## src/gwl_pkg.sv

```systemverilog
// package for the gradient word link source: word layout, register map, timing
// assumes a 20 MHz system clock; the link clock arrives as an ordinary input
package gwl_pkg;
    localparam int WordW = 48;
    localparam int ParityBit = 47;
    localparam int AddrHi = 46;
    localparam int AddrLo = 37;
    localparam int DataHi = 36;
    localparam int DataLo = 17;
    localparam int LastBit = 2;
    localparam int ValidBit = 1;
    localparam int NextBit = 0;
    localparam int ListStopBit = 31;
    localparam int ListSelBit = 26;
    localparam int ListAddrHiTop = 29;
    localparam int ListAddrHiBot = 26;
    localparam int ListAddrLoTop = 25;
    localparam int ListAddrLoBot = 20;
    localparam int ListDataTop = 19;
    localparam logic [9:0] AddrX = 10'h000;
    localparam logic [9:0] AddrY = 10'h001;
    localparam logic [3:0] RegList32 = 4'h0;
    localparam logic [3:0] RegWordBLo = 4'h1;
    localparam logic [3:0] RegWordBHi = 4'h2;
    localparam logic [3:0] RegWordA = 4'h3;
    localparam logic [3:0] RegCtrl = 4'h4;
    localparam logic [3:0] RegStatus = 4'h5;
    localparam logic [3:0] RegCount = 4'h6;
    localparam int CtrlLastBit = 0;
    localparam int CtrlSkewBit = 1;
    localparam int CtrlListAddrHiEn = 2;
    localparam int WordANextBit = 34;
    localparam int DepthLog2 = 4;
    localparam int SkewPulseNs = 50;
    localparam int ClkNs = 50;
    localparam int SkewCycles = (SkewPulseNs + ClkNs - 1) / ClkNs;
    localparam logic [7:0] PowerUpDelay = 8'h10;
    localparam logic [31:0] ZeroWord = 32'h0000_0000;
    localparam logic [47:0] IdleWord = 48'h8000_0000_0007;
    typedef enum logic [1:0] {GWL_OPEN, GWL_AMP, GWL_PREEMPH, GWL_OTHER} gwl_far_e;
    typedef enum {GWL_BOOT, GWL_IDLE, GWL_SKEW} gwl_skew_e;
endpackage

```

## src/gwl_word_if.sv

```systemverilog
// interface between the word builder and its small queue memory
// assumes both ends sit on the same clock
`timescale 1ns/100ps
interface gwl_word_if;
    logic wrEn;
    logic [3:0] wrAddr;
    logic [47:0] wrData;
    logic [3:0] rdAddr;
    logic [47:0] rdData;
    modport owner (output wrEn, output wrAddr, output wrData, output rdAddr, input rdData);
    modport store (input wrEn, input wrAddr, input wrData, input rdAddr, output rdData);
endinterface

```

## src/gwl_word_mem.sv

```systemverilog
// small queue memory holding built link words; registered read data
// assumes a single clock shared with the owner
`timescale 1ns/100ps
module gwl_word_mem (
    // clock
    input wire logic clk,
    // access
    gwl_word_if.store mem
);
    logic [47:0] cells [16];
    logic [47:0] rdData_q;

    always_ff @(posedge clk) begin
        if (mem.wrEn) begin
            cells[mem.wrAddr] <= mem.wrData;
        end
        rdData_q <= cells[mem.rdAddr];
    end
    assign mem.rdData = rdData_q;
endmodule

```

## src/gwl_source.sv

```systemverilog
// gradient word link source: builds 48-bit words from a 32-bit list word or a
// 64-bit A/B pair, adds strobes and parity, launches on link clock rising edges
// assumes the link clock (2.5 MHz nominal) is sampled by clk and found by edge
//
// The register offsets and the plain strobed port are this design's own decisions.
`timescale 1ns/100ps
// Notes on behaviour
// - words are 48 bits, top bit is parity over the rest
// - address in top ten below parity, data next twenty, reserved bits low
// - valid strobe active low marks address and data valid
// - next-gradient strobe active low, valid on its own
// - last flag active low, made by hardware when bus lacks it
// - one word launched per rising edge of the transfer clock
// - address zero selects X, address one selects Y
// - 32-bit bus: bits 19..0 data, 25..20 low address, 29..26 high address
// - list bit 31 stops sequencer, bit 26 selects timer; never sent
// - processor side carries data, address, last and next strobe only
// - valid, next, last and parity come from hardware on 32-bit path
// - 64-bit path takes word bits from same positions of word B; here B bits 47..18 and 3 land one place lower
// - 64-bit path next strobe comes from word A, no valid needed
// - parity always generated by this hardware
// - two pulled-up sense lines decoded into far-end kind, in status
// - skew trigger fires after power-up and on software request
// - parity makes whole word even over bits 0..47
module gwl_source (
    // clock and reset
    input wire logic clk,
    input wire logic reset,
    // register port
    input wire logic [3:0] regAddr,
    input wire logic [31:0] regWrData,
    input wire logic regWrStb,
    input wire logic regRdStb,
    output logic [31:0] regRdData,
    // link
    input wire logic linkClock,
    output logic [47:0] linkWord,
    output logic skewOptimizeTrigger,
    // far-end sense lines
    input wire logic farSense0,
    input wire logic farSense1
);
    import gwl_pkg::*;

    gwl_word_if wif ();
    gwl_word_mem uMem (
        .clk(clk),
        .mem(wif)
    );

    function automatic logic evenPar(input logic [46:0] w);
        return ^w;
    endfunction

    // builds a word from address, data and low-active strobes
    function automatic logic [47:0] buildWord(input logic [9:0] a, input logic [19:0] d,
                                             input logic lastN, input logic validN,
                                             input logic nextN);
        logic [46:0] body;
        body = '0;
        body[AddrHi:AddrLo] = a;
        body[DataHi:DataLo] = d;
        body[LastBit] = lastN;
        body[ValidBit] = validN;
        body[NextBit] = nextN;
        return {evenPar(body), body};
    endfunction

    logic [2:0] lcSync_q;
    logic [1:0] s0Sync_q, s1Sync_q;
    logic [31:0] ctrl_q, ctrl_d;
    logic [31:0] wordBLo_q, wordBLo_d, wordBHi_q, wordBHi_d;
    logic [4:0] wrPtr_q, wrPtr_d, rdPtr_q, rdPtr_d;
    logic [31:0] rdData_q, rdData_d;
    logic [47:0] word_q, word_d;
    logic [31:0] sent_q, sent_d;
    logic pendNext_q, pendNext_d;
    logic drop_q, drop_d;
    logic memValid_q, memValid_d;
    logic stopped_q, stopped_d;
    logic timerSel_q, timerSel_d;
    gwl_skew_e skewSt_q, skewSt_d;
    logic [7:0] skewCnt_q, skewCnt_d;
    logic skewOut_q, skewOut_d;
    logic skewReq_q, skewReq_d;
    gwl_far_e far;
    logic linkRise, full, empty, haveWord;
    logic [47:0] newWord;
    logic pushWord;

    // link clock and sense lines cross into clk domain
    always_ff @(posedge clk or posedge reset) begin
        if (reset) begin
            lcSync_q <= '0;
            s0Sync_q <= '0;
            s1Sync_q <= '0;
        end else begin
            lcSync_q <= {lcSync_q[1:0], linkClock};
            s0Sync_q <= {s0Sync_q[0], farSense0};
            s1Sync_q <= {s1Sync_q[0], farSense1};
        end
    end
    assign linkRise = lcSync_q[1] & ~lcSync_q[2];

    // far-end decode from pulled-up lines
    always_comb begin
        case ({s1Sync_q[1], s0Sync_q[1]})
            2'b11: far = GWL_OPEN;
            2'b00: far = GWL_AMP;
            2'b10: far = GWL_PREEMPH;
            default: far = GWL_OTHER;
        endcase
    end

    assign full = (wrPtr_q[4] != rdPtr_q[4]) && (wrPtr_q[3:0] == rdPtr_q[3:0]);
    assign empty = (wrPtr_q == rdPtr_q);

    always_comb begin
        ctrl_d = ctrl_q;
        wordBLo_d = wordBLo_q;
        wordBHi_d = wordBHi_q;
        // launched request clears; a same-cycle new request still wins
        pendNext_d = pendNext_q & ~(linkRise & (skewSt_q != GWL_SKEW));
        stopped_d = stopped_q;
        timerSel_d = timerSel_q;
        skewReq_d = skewReq_q;
        drop_d = drop_q;
        rdData_d = ZeroWord;
        newWord = '0;
        pushWord = 1'b0;
        if (regWrStb) begin
            case (regAddr)
                RegList32: begin
                    stopped_d = regWrData[ListStopBit] | stopped_q;
                    timerSel_d = regWrData[ListSelBit];
                    newWord = buildWord(
                        {ctrl_q[CtrlListAddrHiEn] ? regWrData[ListAddrHiTop:ListAddrHiBot]
                                                  : 4'h0,
                         regWrData[ListAddrLoTop:ListAddrLoBot]},
                        regWrData[ListDataTop:0],
                        ~ctrl_q[CtrlLastBit], 1'b0, 1'b1);
                    pushWord = ~stopped_q & ~regWrData[ListSelBit];
                end
                RegWordBLo: wordBLo_d = regWrData;
                RegWordBHi: begin
                    wordBHi_d = regWrData;
                    // B word bits 47..18 and 3, each one place lower
                    newWord = buildWord(regWrData[15:6],
                        {regWrData[5:0], wordBLo_q[31:18]},
                        wordBLo_q[3], 1'b0, 1'b1);
                    pushWord = 1'b1;
                end
                RegWordA: begin
                    pendNext_d = regWrData[WordANextBit - 32] | pendNext_d;
                end
                RegCtrl: begin
                    ctrl_d = regWrData;
                    if (regWrData[CtrlSkewBit]) begin
                        skewReq_d = 1'b1;
                    end
                    stopped_d = 1'b0;
                end
                default: ;
            endcase
        end
        if (pushWord && full) begin
            drop_d = 1'b1;
        end
        if (regRdStb) begin
            case (regAddr)
                RegCtrl: rdData_d = ctrl_q;
                RegWordBLo: rdData_d = wordBLo_q;
                RegWordBHi: rdData_d = wordBHi_q;
                RegStatus: rdData_d = {24'h00_0000, 1'b0, timerSel_q, drop_q, stopped_q,
                                       ~empty, pendNext_q, far};
                RegCount: rdData_d = sent_q;
                default: rdData_d = ZeroWord;
            endcase
            if (regAddr == RegStatus) begin
                drop_d = pushWord && full;
            end
        end
        if (skewSt_q == GWL_SKEW) begin
            skewReq_d = 1'b0;
        end
    end

    assign wif.wrEn = pushWord & ~full;
    assign wif.wrAddr = wrPtr_q[3:0];
    assign wif.wrData = newWord;
    assign wif.rdAddr = rdPtr_q[3:0];

    // launch: one word per link clock rising edge; strobes idle high
    always_comb begin
        wrPtr_d = wif.wrEn ? wrPtr_q + 5'd1 : wrPtr_q;
        rdPtr_d = rdPtr_q;
        memValid_d = ~empty;
        word_d = word_q;
        sent_d = sent_q;
        haveWord = memValid_q & ~empty;
        if (skewSt_q == GWL_SKEW) begin
            // all-low word stands beside the trigger pulse
            word_d = '0;
        end else if (linkRise) begin
            if (pendNext_q) begin
                word_d = buildWord(10'h000, 20'h0_0000, 1'b1, 1'b1, 1'b0);
            end else if (haveWord) begin
                word_d = wif.rdData;
                rdPtr_d = rdPtr_q + 5'd1;
                memValid_d = 1'b0;
                sent_d = sent_q + 32'd1;
            end else begin
                word_d = buildWord(10'h000, 20'h0_0000, 1'b1, 1'b1, 1'b1);
            end
        end
    end

    always_comb begin
        skewSt_d = skewSt_q;
        skewCnt_d = skewCnt_q;
        skewOut_d = 1'b0;
        case (skewSt_q)
            GWL_BOOT: begin
                skewCnt_d = skewCnt_q + 8'd1;
                if (skewCnt_q == PowerUpDelay) begin
                    skewSt_d = GWL_SKEW;
                    skewCnt_d = '0;
                end
            end
            GWL_IDLE: begin
                if (skewReq_q) begin
                    skewSt_d = GWL_SKEW;
                    skewCnt_d = '0;
                end
            end
            GWL_SKEW: begin
                skewOut_d = 1'b1;
                skewCnt_d = skewCnt_q + 8'd1;
                if (skewCnt_q == 8'(SkewCycles - 1)) begin
                    skewSt_d = GWL_IDLE;
                end
            end
            default: skewSt_d = GWL_IDLE;
        endcase
    end

    always_ff @(posedge clk or posedge reset) begin
        if (reset) begin
            ctrl_q <= ZeroWord;
            wordBLo_q <= ZeroWord;
            wordBHi_q <= ZeroWord;
            wrPtr_q <= '0;
            rdPtr_q <= '0;
            rdData_q <= ZeroWord;
            word_q <= IdleWord;
            sent_q <= ZeroWord;
            pendNext_q <= 1'b0;
            drop_q <= 1'b0;
            memValid_q <= 1'b0;
            stopped_q <= 1'b0;
            timerSel_q <= 1'b0;
            skewSt_q <= GWL_BOOT;
            skewCnt_q <= '0;
            skewOut_q <= 1'b0;
            skewReq_q <= 1'b0;
        end else begin
            ctrl_q <= ctrl_d;
            wordBLo_q <= wordBLo_d;
            wordBHi_q <= wordBHi_d;
            wrPtr_q <= wrPtr_d;
            rdPtr_q <= rdPtr_d;
            rdData_q <= rdData_d;
            word_q <= word_d;
            sent_q <= sent_d;
            pendNext_q <= pendNext_d;
            drop_q <= drop_d;
            memValid_q <= memValid_d;
            stopped_q <= stopped_d;
            timerSel_q <= timerSel_d;
            skewSt_q <= skewSt_d;
            skewCnt_q <= skewCnt_d;
            skewOut_q <= skewOut_d;
            skewReq_q <= skewReq_d;
        end
    end

    assign regRdData = rdData_q;
    assign linkWord = word_q;
    assign skewOptimizeTrigger = skewOut_q;
endmodule

```

## config.mk

```make
export PLATFORM = sky130hd
export DESIGN_NAME = gwl_source
export DESIGN_NICKNAME = d
export VERILOG_FILES = /design/src/gwl_pkg.sv /design/src/gwl_word_if.sv /design/src/gwl_word_mem.sv /design/src/gwl_source.sv
export SDC_FILE = /design/constraint.sdc
export NUM_CORES = 1
export LEC_CHECK = 0
export BUFFER_PORTS_ARGS = -buffer_cell sky130_fd_sc_hd__buf_2
export CORE_MARGIN = 2
export CORE_UTILIZATION = 55
export CTS_CLUSTER_SIZE = 24
export DETAILED_ROUTE_END_ITERATION = 8
export PLACE_DENSITY = 0.82
export SLEW_MARGIN = 40
export SYNTH_ARGS = -nofsm -noshare
export SYNTH_HDL_FRONTEND = slang
export SYNTH_SLANG_ARGS = --single-unit
```

## constraint.sdc

```tcl
create_clock -name clk -period 6.81 [get_ports clk]
set_input_delay 0.681 -clock clk [delete_from_list [all_inputs] [get_ports clk]]
set_output_delay 0.681 -clock clk [all_outputs]
set_load 0.02 [all_outputs]
```

# Yosys cells after proc, flatten, opt, wreduce, memory -nomap -nowiden
# Memory sizes are Yosys's and may differ from the RTL's. A register that Yosys moved wholly into a read port is not among the register bits.
# Index checks and enable logic that the tools add are counted.
[op_classes] add_sub_neg=4 reduce_logical=23 bitwise_logic=17 n_mux=36 eq_ne=19
[ops] cell="two-way mux 48 bit" count=5
[ops] cell="one-hot mux 32 bit (5 select lines)" count=1
[ops] cell="two-way mux 32 bit" count=4
[ops] cell="one-hot mux 32 bit (3 select lines)" count=1
[ops] cell="one-hot mux 48 bit (2 select lines)" count=1
[ops] cell="parity 47 bit" count=2
[ops] cell="adder 32 x 1 -> 32 bit (second input constant)" count=1
[ops] cell="equality test 32 x 1 -> 1 bit (second input constant)" count=1
[ops] cell="equality test 32 x 2 -> 1 bit (second input constant)" count=1
[ops] cell="equality test 32 x 3 -> 1 bit (second input constant)" count=1
[ops] cell="logical NOT 32 bit" count=1
[ops] cell="inequality test 32 x 3 -> 1 bit (second input constant)" count=1
[ops] cell="one-hot mux 8 bit (3 select lines)" count=1
[ops] cell="two-way mux 1 bit" count=17
[ops] cell="two-way mux 8 bit" count=2
[ops] cell="equality test 4 x 3 -> 1 bit (second input constant)" count=3
[ops] cell="AND reduction 2 bit" count=6
[ops] cell="adder 5 x 1 -> 5 bit (second input constant)" count=2
[ops] cell="nonzero test 2 bit" count=5
[ops] cell="inverter 1 bit" count=9
[ops] cell="adder 8 x 1 -> 8 bit (second input constant)" count=1
[ops] cell="equality test 4 x 2 -> 1 bit (second input constant)" count=2
[ops] cell="equality test 8 x 5 -> 1 bit (second input constant)" count=1
[ops] cell="logical NOT 8 bit" count=1
[ops] cell="other kinds (17)" count=29
[word_totals] inputBits=43 wordCells=120 reg_bits=272 ramBits=768 mem_count=1
[mem_list] memory="uMem.cells" words=16 width=48 read_ports=1 rd_ports_with_merged_regs=1 wr=1 line="gwl_word_mem.sv:10" source="logic [47:0] cells [16];"

# Logic depth before layout (Yosys ltp)
[logic_depth] word_depth=8 depth_mapped=9 ltp_nobuf=8

# Cells and area by module
# A second synthesis with hierarchy kept.
[unflattened] cells_unflattened=2163 hier_area_um2=40328.7
[by_module_without_submodules] mod="gwl_word_mem" seq_area_each_um2=24023.0 cells_per_inst=1242 area_each_um2=29691.0 n_inst=1
[by_module_without_submodules] mod="gwl_source" seq_area_each_um2=6060.8 cells_per_inst=921 area_each_um2=10637.7 n_inst=1

# Worst setup path after synthesis
# No wires, ideal clock.
[synth_path] kind="input to register" from="input regAddr[2]" to="memory uMem.cells[3][0], enable pin" arrival_ps=4247 slack_ps=2099 path_stages=7 setup_time_ps=464 required_ps=6346 path_buffers=1 cell_sequence="or3b_1 > clkbuf_1 > nor3_4 > a21oi_1 > nor2_2 > nand2_1 > nor3_1"
[synth_between] elab_chain_len=6 elab_cells_between_ends=7 cone_classes="eq/ne (1); mux (4); bitwise (1); reduce/logical (1)"
[synth_lines] element="start: declaration" line="gwl_source.sv:30" source="input wire logic [3:0] regAddr,"
[synth_lines] element="equality test 4 x 2 -> 1 bit or logical NOT 4 bit (tied branches)" line="gwl_source.sv:132" source="case (regAddr)"
[synth_lines] element="one-hot mux 1 bit (2 select lines) *" line="gwl_source.sv:132"
[synth_lines] element="two-way mux 1 bit *" line="gwl_source.sv:131" source="if (regWrStb) begin"
[synth_lines] element="bitwise AND 1 bit *" line="gwl_source.sv:188" source="assign wif.wrEn = pushWord & ~full;"
[synth_lines] element="two-way mux 1 bit *" line="gwl_word_mem.sv:14" source="if (mem.wrEn) begin"
[synth_lines] element="two-way mux 1 bit (not written as such) *" line="gwl_word_mem.sv:15" source="cells[mem.wrAddr] <= mem.wrData;"
[synth_lines] element="end: declaration" line="gwl_word_mem.sv:10"
# Mark *: on every way between the ends. The rest lies on a longest branch, timed or not.

# Worst setup path after layout
[layout_path] from="input regAddr[2]" to="memory uMem.cells[4][39], enable pin"
# Same word-level chain as after synthesis.

==> flow_metrics.py <==
metrics = {
    "sta": {
        "achievable-frequency_mhz": 269,
        "worst-slew-pin-transition_ns": 0.847,
        "slew_headroom_pct": 43.5,
        "rsz0062_at_grt": "false",
        "final_hold_viol_count": 0,
        "finalSetupViolations": 0,
        "totalNegativeSetupSlack_ns": 0,
        "timing.clock.skew_ns": 0.0323,
        "holdWs_ns": 0.145,
        "layout_worst_path_cycle_share_pct": 54.6,
        "min_period_ns": 3.72,
        "number_of_slew_limit_violations_in_the_final_report": 0,
    },
    "detailed_routing": {
        "dr.first_iter.drc_count": 2068,
        "detail_route.first_pass.iterations": 5,
        "dr_total_vias": 16600,
        "vias_per_cell": 6.42,
        "route.detailed.wl_per_inst_um": 28.9,
        "route.final.wire_length_um": 74700,
        "drtAntennaViolNets": 0,
        "drt_drc_violations_left": 0,
    },
    "placement": {
        "gp_congestion": 0.838,
        "post-dp-hpwl_um": 44200,
        "portBuffers": 109,
        "post_dp_cell_area_um2": 32600,
    },
    "status": {
        "run_status": "finished clean",
    },
    "clock_tree": {
        "clockBufferDepth": 3,
        "cts_max_level": 3,
        "cts.root.buffer_cell": "clkbuf_16",
        "hold_buffers": 0,
        "cts.sink_count": 789,
        "clock_tree_from_tritoncts": "yes",
        "cts_made_buffers": 78,
        "clock_insertion_delay_worst_skew_ns": 0.63,
        "clk_pin_slew_ns": 0.06,
        "post_cts_resized": 0,
        "cts_setup_buffers": 0,
    },
    "power": {
        "leakage_dissipation_nw": 12.9,
        "power-per-cell-area_nw_per_um2": 380,
        "vdd.ir_drop.worst_mv": 0.251,
    },
    "grt": {
        "grt_antenna_before_repair": 8,
        "grt_first_pass_wirelength_um": 112000,
        "globalRouteOverflowTotal": 0,
        "grtUsageTotal_pct": 26.8,
        "grt_start_max_net_pins": 121,
        "via_count_of_the_first_global_routing_pass": 17100,
    },
    "yosys": {
        "yosysWarningCount": 0,
        "postSynthRegisterBits": 789,
        "synth_top_family_by_area": "multiplexers",
        "synth.cell_area_um2": 30800,
        "synth_top_cell_by_area": "edfxtp_1",
        "post_synth_inst_count": 1620,
        "avg_inst_size_synth_um2": 19.0,
        "synth-edff-count": 528,
        "seq_total_area_yosys_pct": 72.2,
        "yosys.area_share.xor_xnor_pct": 2.66,
        "synth_top_cells_by_area": "edfxtp_1 (51%), dfrtp_1 (18%), mux4_2 (12%)",
        "distinct_cell_type_count_of_the_synthesized_netlist": 55,
        "post_synth_mux_area_share_pct": 15.8,
        "synth_compound_area_share_pct": 4.49,
        "synth_ff_type": "edfxtp_1",
        "post_synth_and_or_nand_nor_area_fraction_pct": 2.71,
        "async_set_or_reset_flop_fraction_in_the_synthesized_netlist_pct": 28.9,
        "synth-adder-area-share_pct": 0.569,
        "synth.top_cell.area_share_pct": 51.5,
    },
    "worst_hold_path": {
        "worst_hold_path_class": "in -> async",
    },
    "setup_path": {
        "critPathSlowestCell": "buf_4",
        "arrival_ns": 4.03,
        "timing.critical_path.slowest_cell_delay_ns": 0.64,
        "path_delay_family": "simple AND/OR/NAND/NOR gates",
        "worst-path-max-fanout": 65,
        "crit_type": "in -> reg",
        "critical_path.endpoint_type": "flop",
        "critical_path.cell_chain": "buf_2, or3b_1, nor2_4, buf_4, a21oi_1, nor2_2, nand2_1, nor2_4, buf_16, buf_16",
        "critical_path.startpoint_type": "input port",
        "path_buf_inv": 4,
        "cp.required_ns": 7.12,
    },
    "cells_and_area": {
        "multi_input_area_um2": 8260,
        "finalInstanceArea_um2": 35400,
        "utilization_after_layout_pct": 64.1,
        "syn_to_final_growth_pct": 14.9,
        "final-seq-area_um2": 22200,
        "nFillCells": 3563,
        "finish.net_count": 1823,
        "drive_above_1_share_pct": 31.8,
    },
    "floorplanning": {
        "rows": 86,
        "initial_core_utilization_pct": 55.8,
        "die_area_um2": 57900,
        "num_io_pins": 124,
        "die_height_um": 241,
        "die-width_um": 241,
        "core_area_um2": 55200,
    },
    "flow_run": {
        "maxCapViolCount": 0,
    },
}
==> worst register-to-register path, cell delays in order (launching register included) <==
cell     delay [ns]
dfrtp_4        0.40
buf_6          0.54
xnor2_1        0.18
nand4_1        0.33
nor2_1         0.11
nor2_2         0.37
nand2_1        0.39
nor2_4         0.49
buf_16         0.22
buf_16         0.17
==> state kept, by name, indices dropped and copies added (netlist names), 8 cells and up <==
| register | count |
|---|---|
| ctrl_q | 32 |
| linkWord | 34 |
| regRdData | 32 |
| sent_q | 32 |
| skewCnt_q | 8 |
| uMem.cells | 528 |
| uMem.mem.rdData | 33 |
| wordBHi_q | 32 |
| wordBLo_q | 32 |
==> worst paths after layout <==
| check | from | end | slack [ns] | cells after the start |
|---|---|---|---|---|
| setup / recovery | regAddr[2] | uMem.cells[4][39] | 3.09 | 10 |
| hold / removal | reset | wordBHi_q[17] | 0.15 | 2 |
| setup reg to reg | rdPtr_q[1] | uMem.cells[4][39] | 3.31 | 9 |
| hold reg to reg | lcSync_q[0] | lcSync_q[1] | 0.35 | 0 |
| max in group asynchronous | reset | rdPtr_q[0] | 5.50 | 3 |
| min in group clk | linkClock | lcSync_q[0] | 0.18 | 1 |
==> through the flow <==
| stage | setup WS (ns) | cells | power [W] |
|---|---|---|---|
| after global routing | 2.95 | 2579 | 0.0139 |
| after detailed placement | 2.67 | 2434 | 0.00900 |
| final | 3.09 | 2582 | 0.0134 |
| after CTS | 3.15 | 2579 | 0.0135 |
| after floorplan | 2.10 | 1633 | 0.00810 |
| after global placement | 2.60 | 2415 | 0.00887 |
==> layout make-up <==
| class | count | area share (%) |
|---|---|---|
| repair buffers | 151 | 3.30 |
| clock inverters | 32 | 1.14 |
| multi-input cells | 733 | 23.4 |
| flip-flops and latches | 789 | 62.9 |
| clock buffers | 113 | 6.50 |
| well taps | 748 | 2.65 |
| inverters | 13 | 0.149 |
| diodes | 3 | 0.0212 |
==> Yosys cell counts (all sizes together), types with 2 or more instances <==
cell type,instances
a21oi,33
a22o,57
a22oi,64
a31oi,8
a32o,4
and3,9
and4,4
buf,48
clkbuf,50
dfrtp,224
dfstp,4
dfxtp,33
edfxtp,528
ha,14
inv,13
mux2,99
mux2i,2
mux4,165
nand2,46
nand2b,8
nand3,10
nand4,14
nor2,41
nor2b,3
nor3,12
o21ai,15
o22ai,2
or2,4
or3,2
or3b,2
xnor2,71
xor2,19
==> cells by family after synthesis <==
kind of cell | after synthesis
AND/OR/NAND/NOR | 160
flip-flops | 789
multiplexers | 266
adder cells (fa/ha/maj) | 14
buffers and inverters | 111
other | 1
AO/OA/AOI/OAI | 188
XOR/XNOR | 91
==> layer usage <==
metal | part of all wire [%] | vias to the layer above | wire (µm) | global-route usage, %
li1 | - | 6695 | - | -
met3 | 9.5 | 185 | 7070 | 5.66
met5 | 0.074 | - | 55 | 0
met4 | 3.4 | 8 | 2540 | 9.32
met1 | 38 | 8677 | 28600 | 37.0
met2 | 49 | 1011 | 36400 | 42.9
==> placed cells by master, fill, tap and decap left out, types with 11 or more instances in the layout <==
master,instances
a21oi_1,33
a22o_1,57
a22oi_1,64
buf_2,109
buf_4,15
clkbuf_1,19
clkbuf_16,83
clkbuf_8,11
clkinv_2,11
conb_1,14
dfrtp_1,220
dfxtp_1,33
edfxtp_1,528
ha_1,14
inv_1,11
mux2_2,98
mux4_2,165
nand2_1,46
nand4_1,14
nor2_1,24
nor2_4,15
o21ai_0,14
xnor2_1,71
xor2_1,18
==> power breakdown <==
group	leakage (nW)	switching [W]	total (W)	internal, W
sequential	8.16	0.000369	0.00590	0.00554
combinational	3.39	0.00157	0.00306	0.00150
clock	1.31	0.00182	0.00448	0.00267
Power figures use the tool's default switching activity.
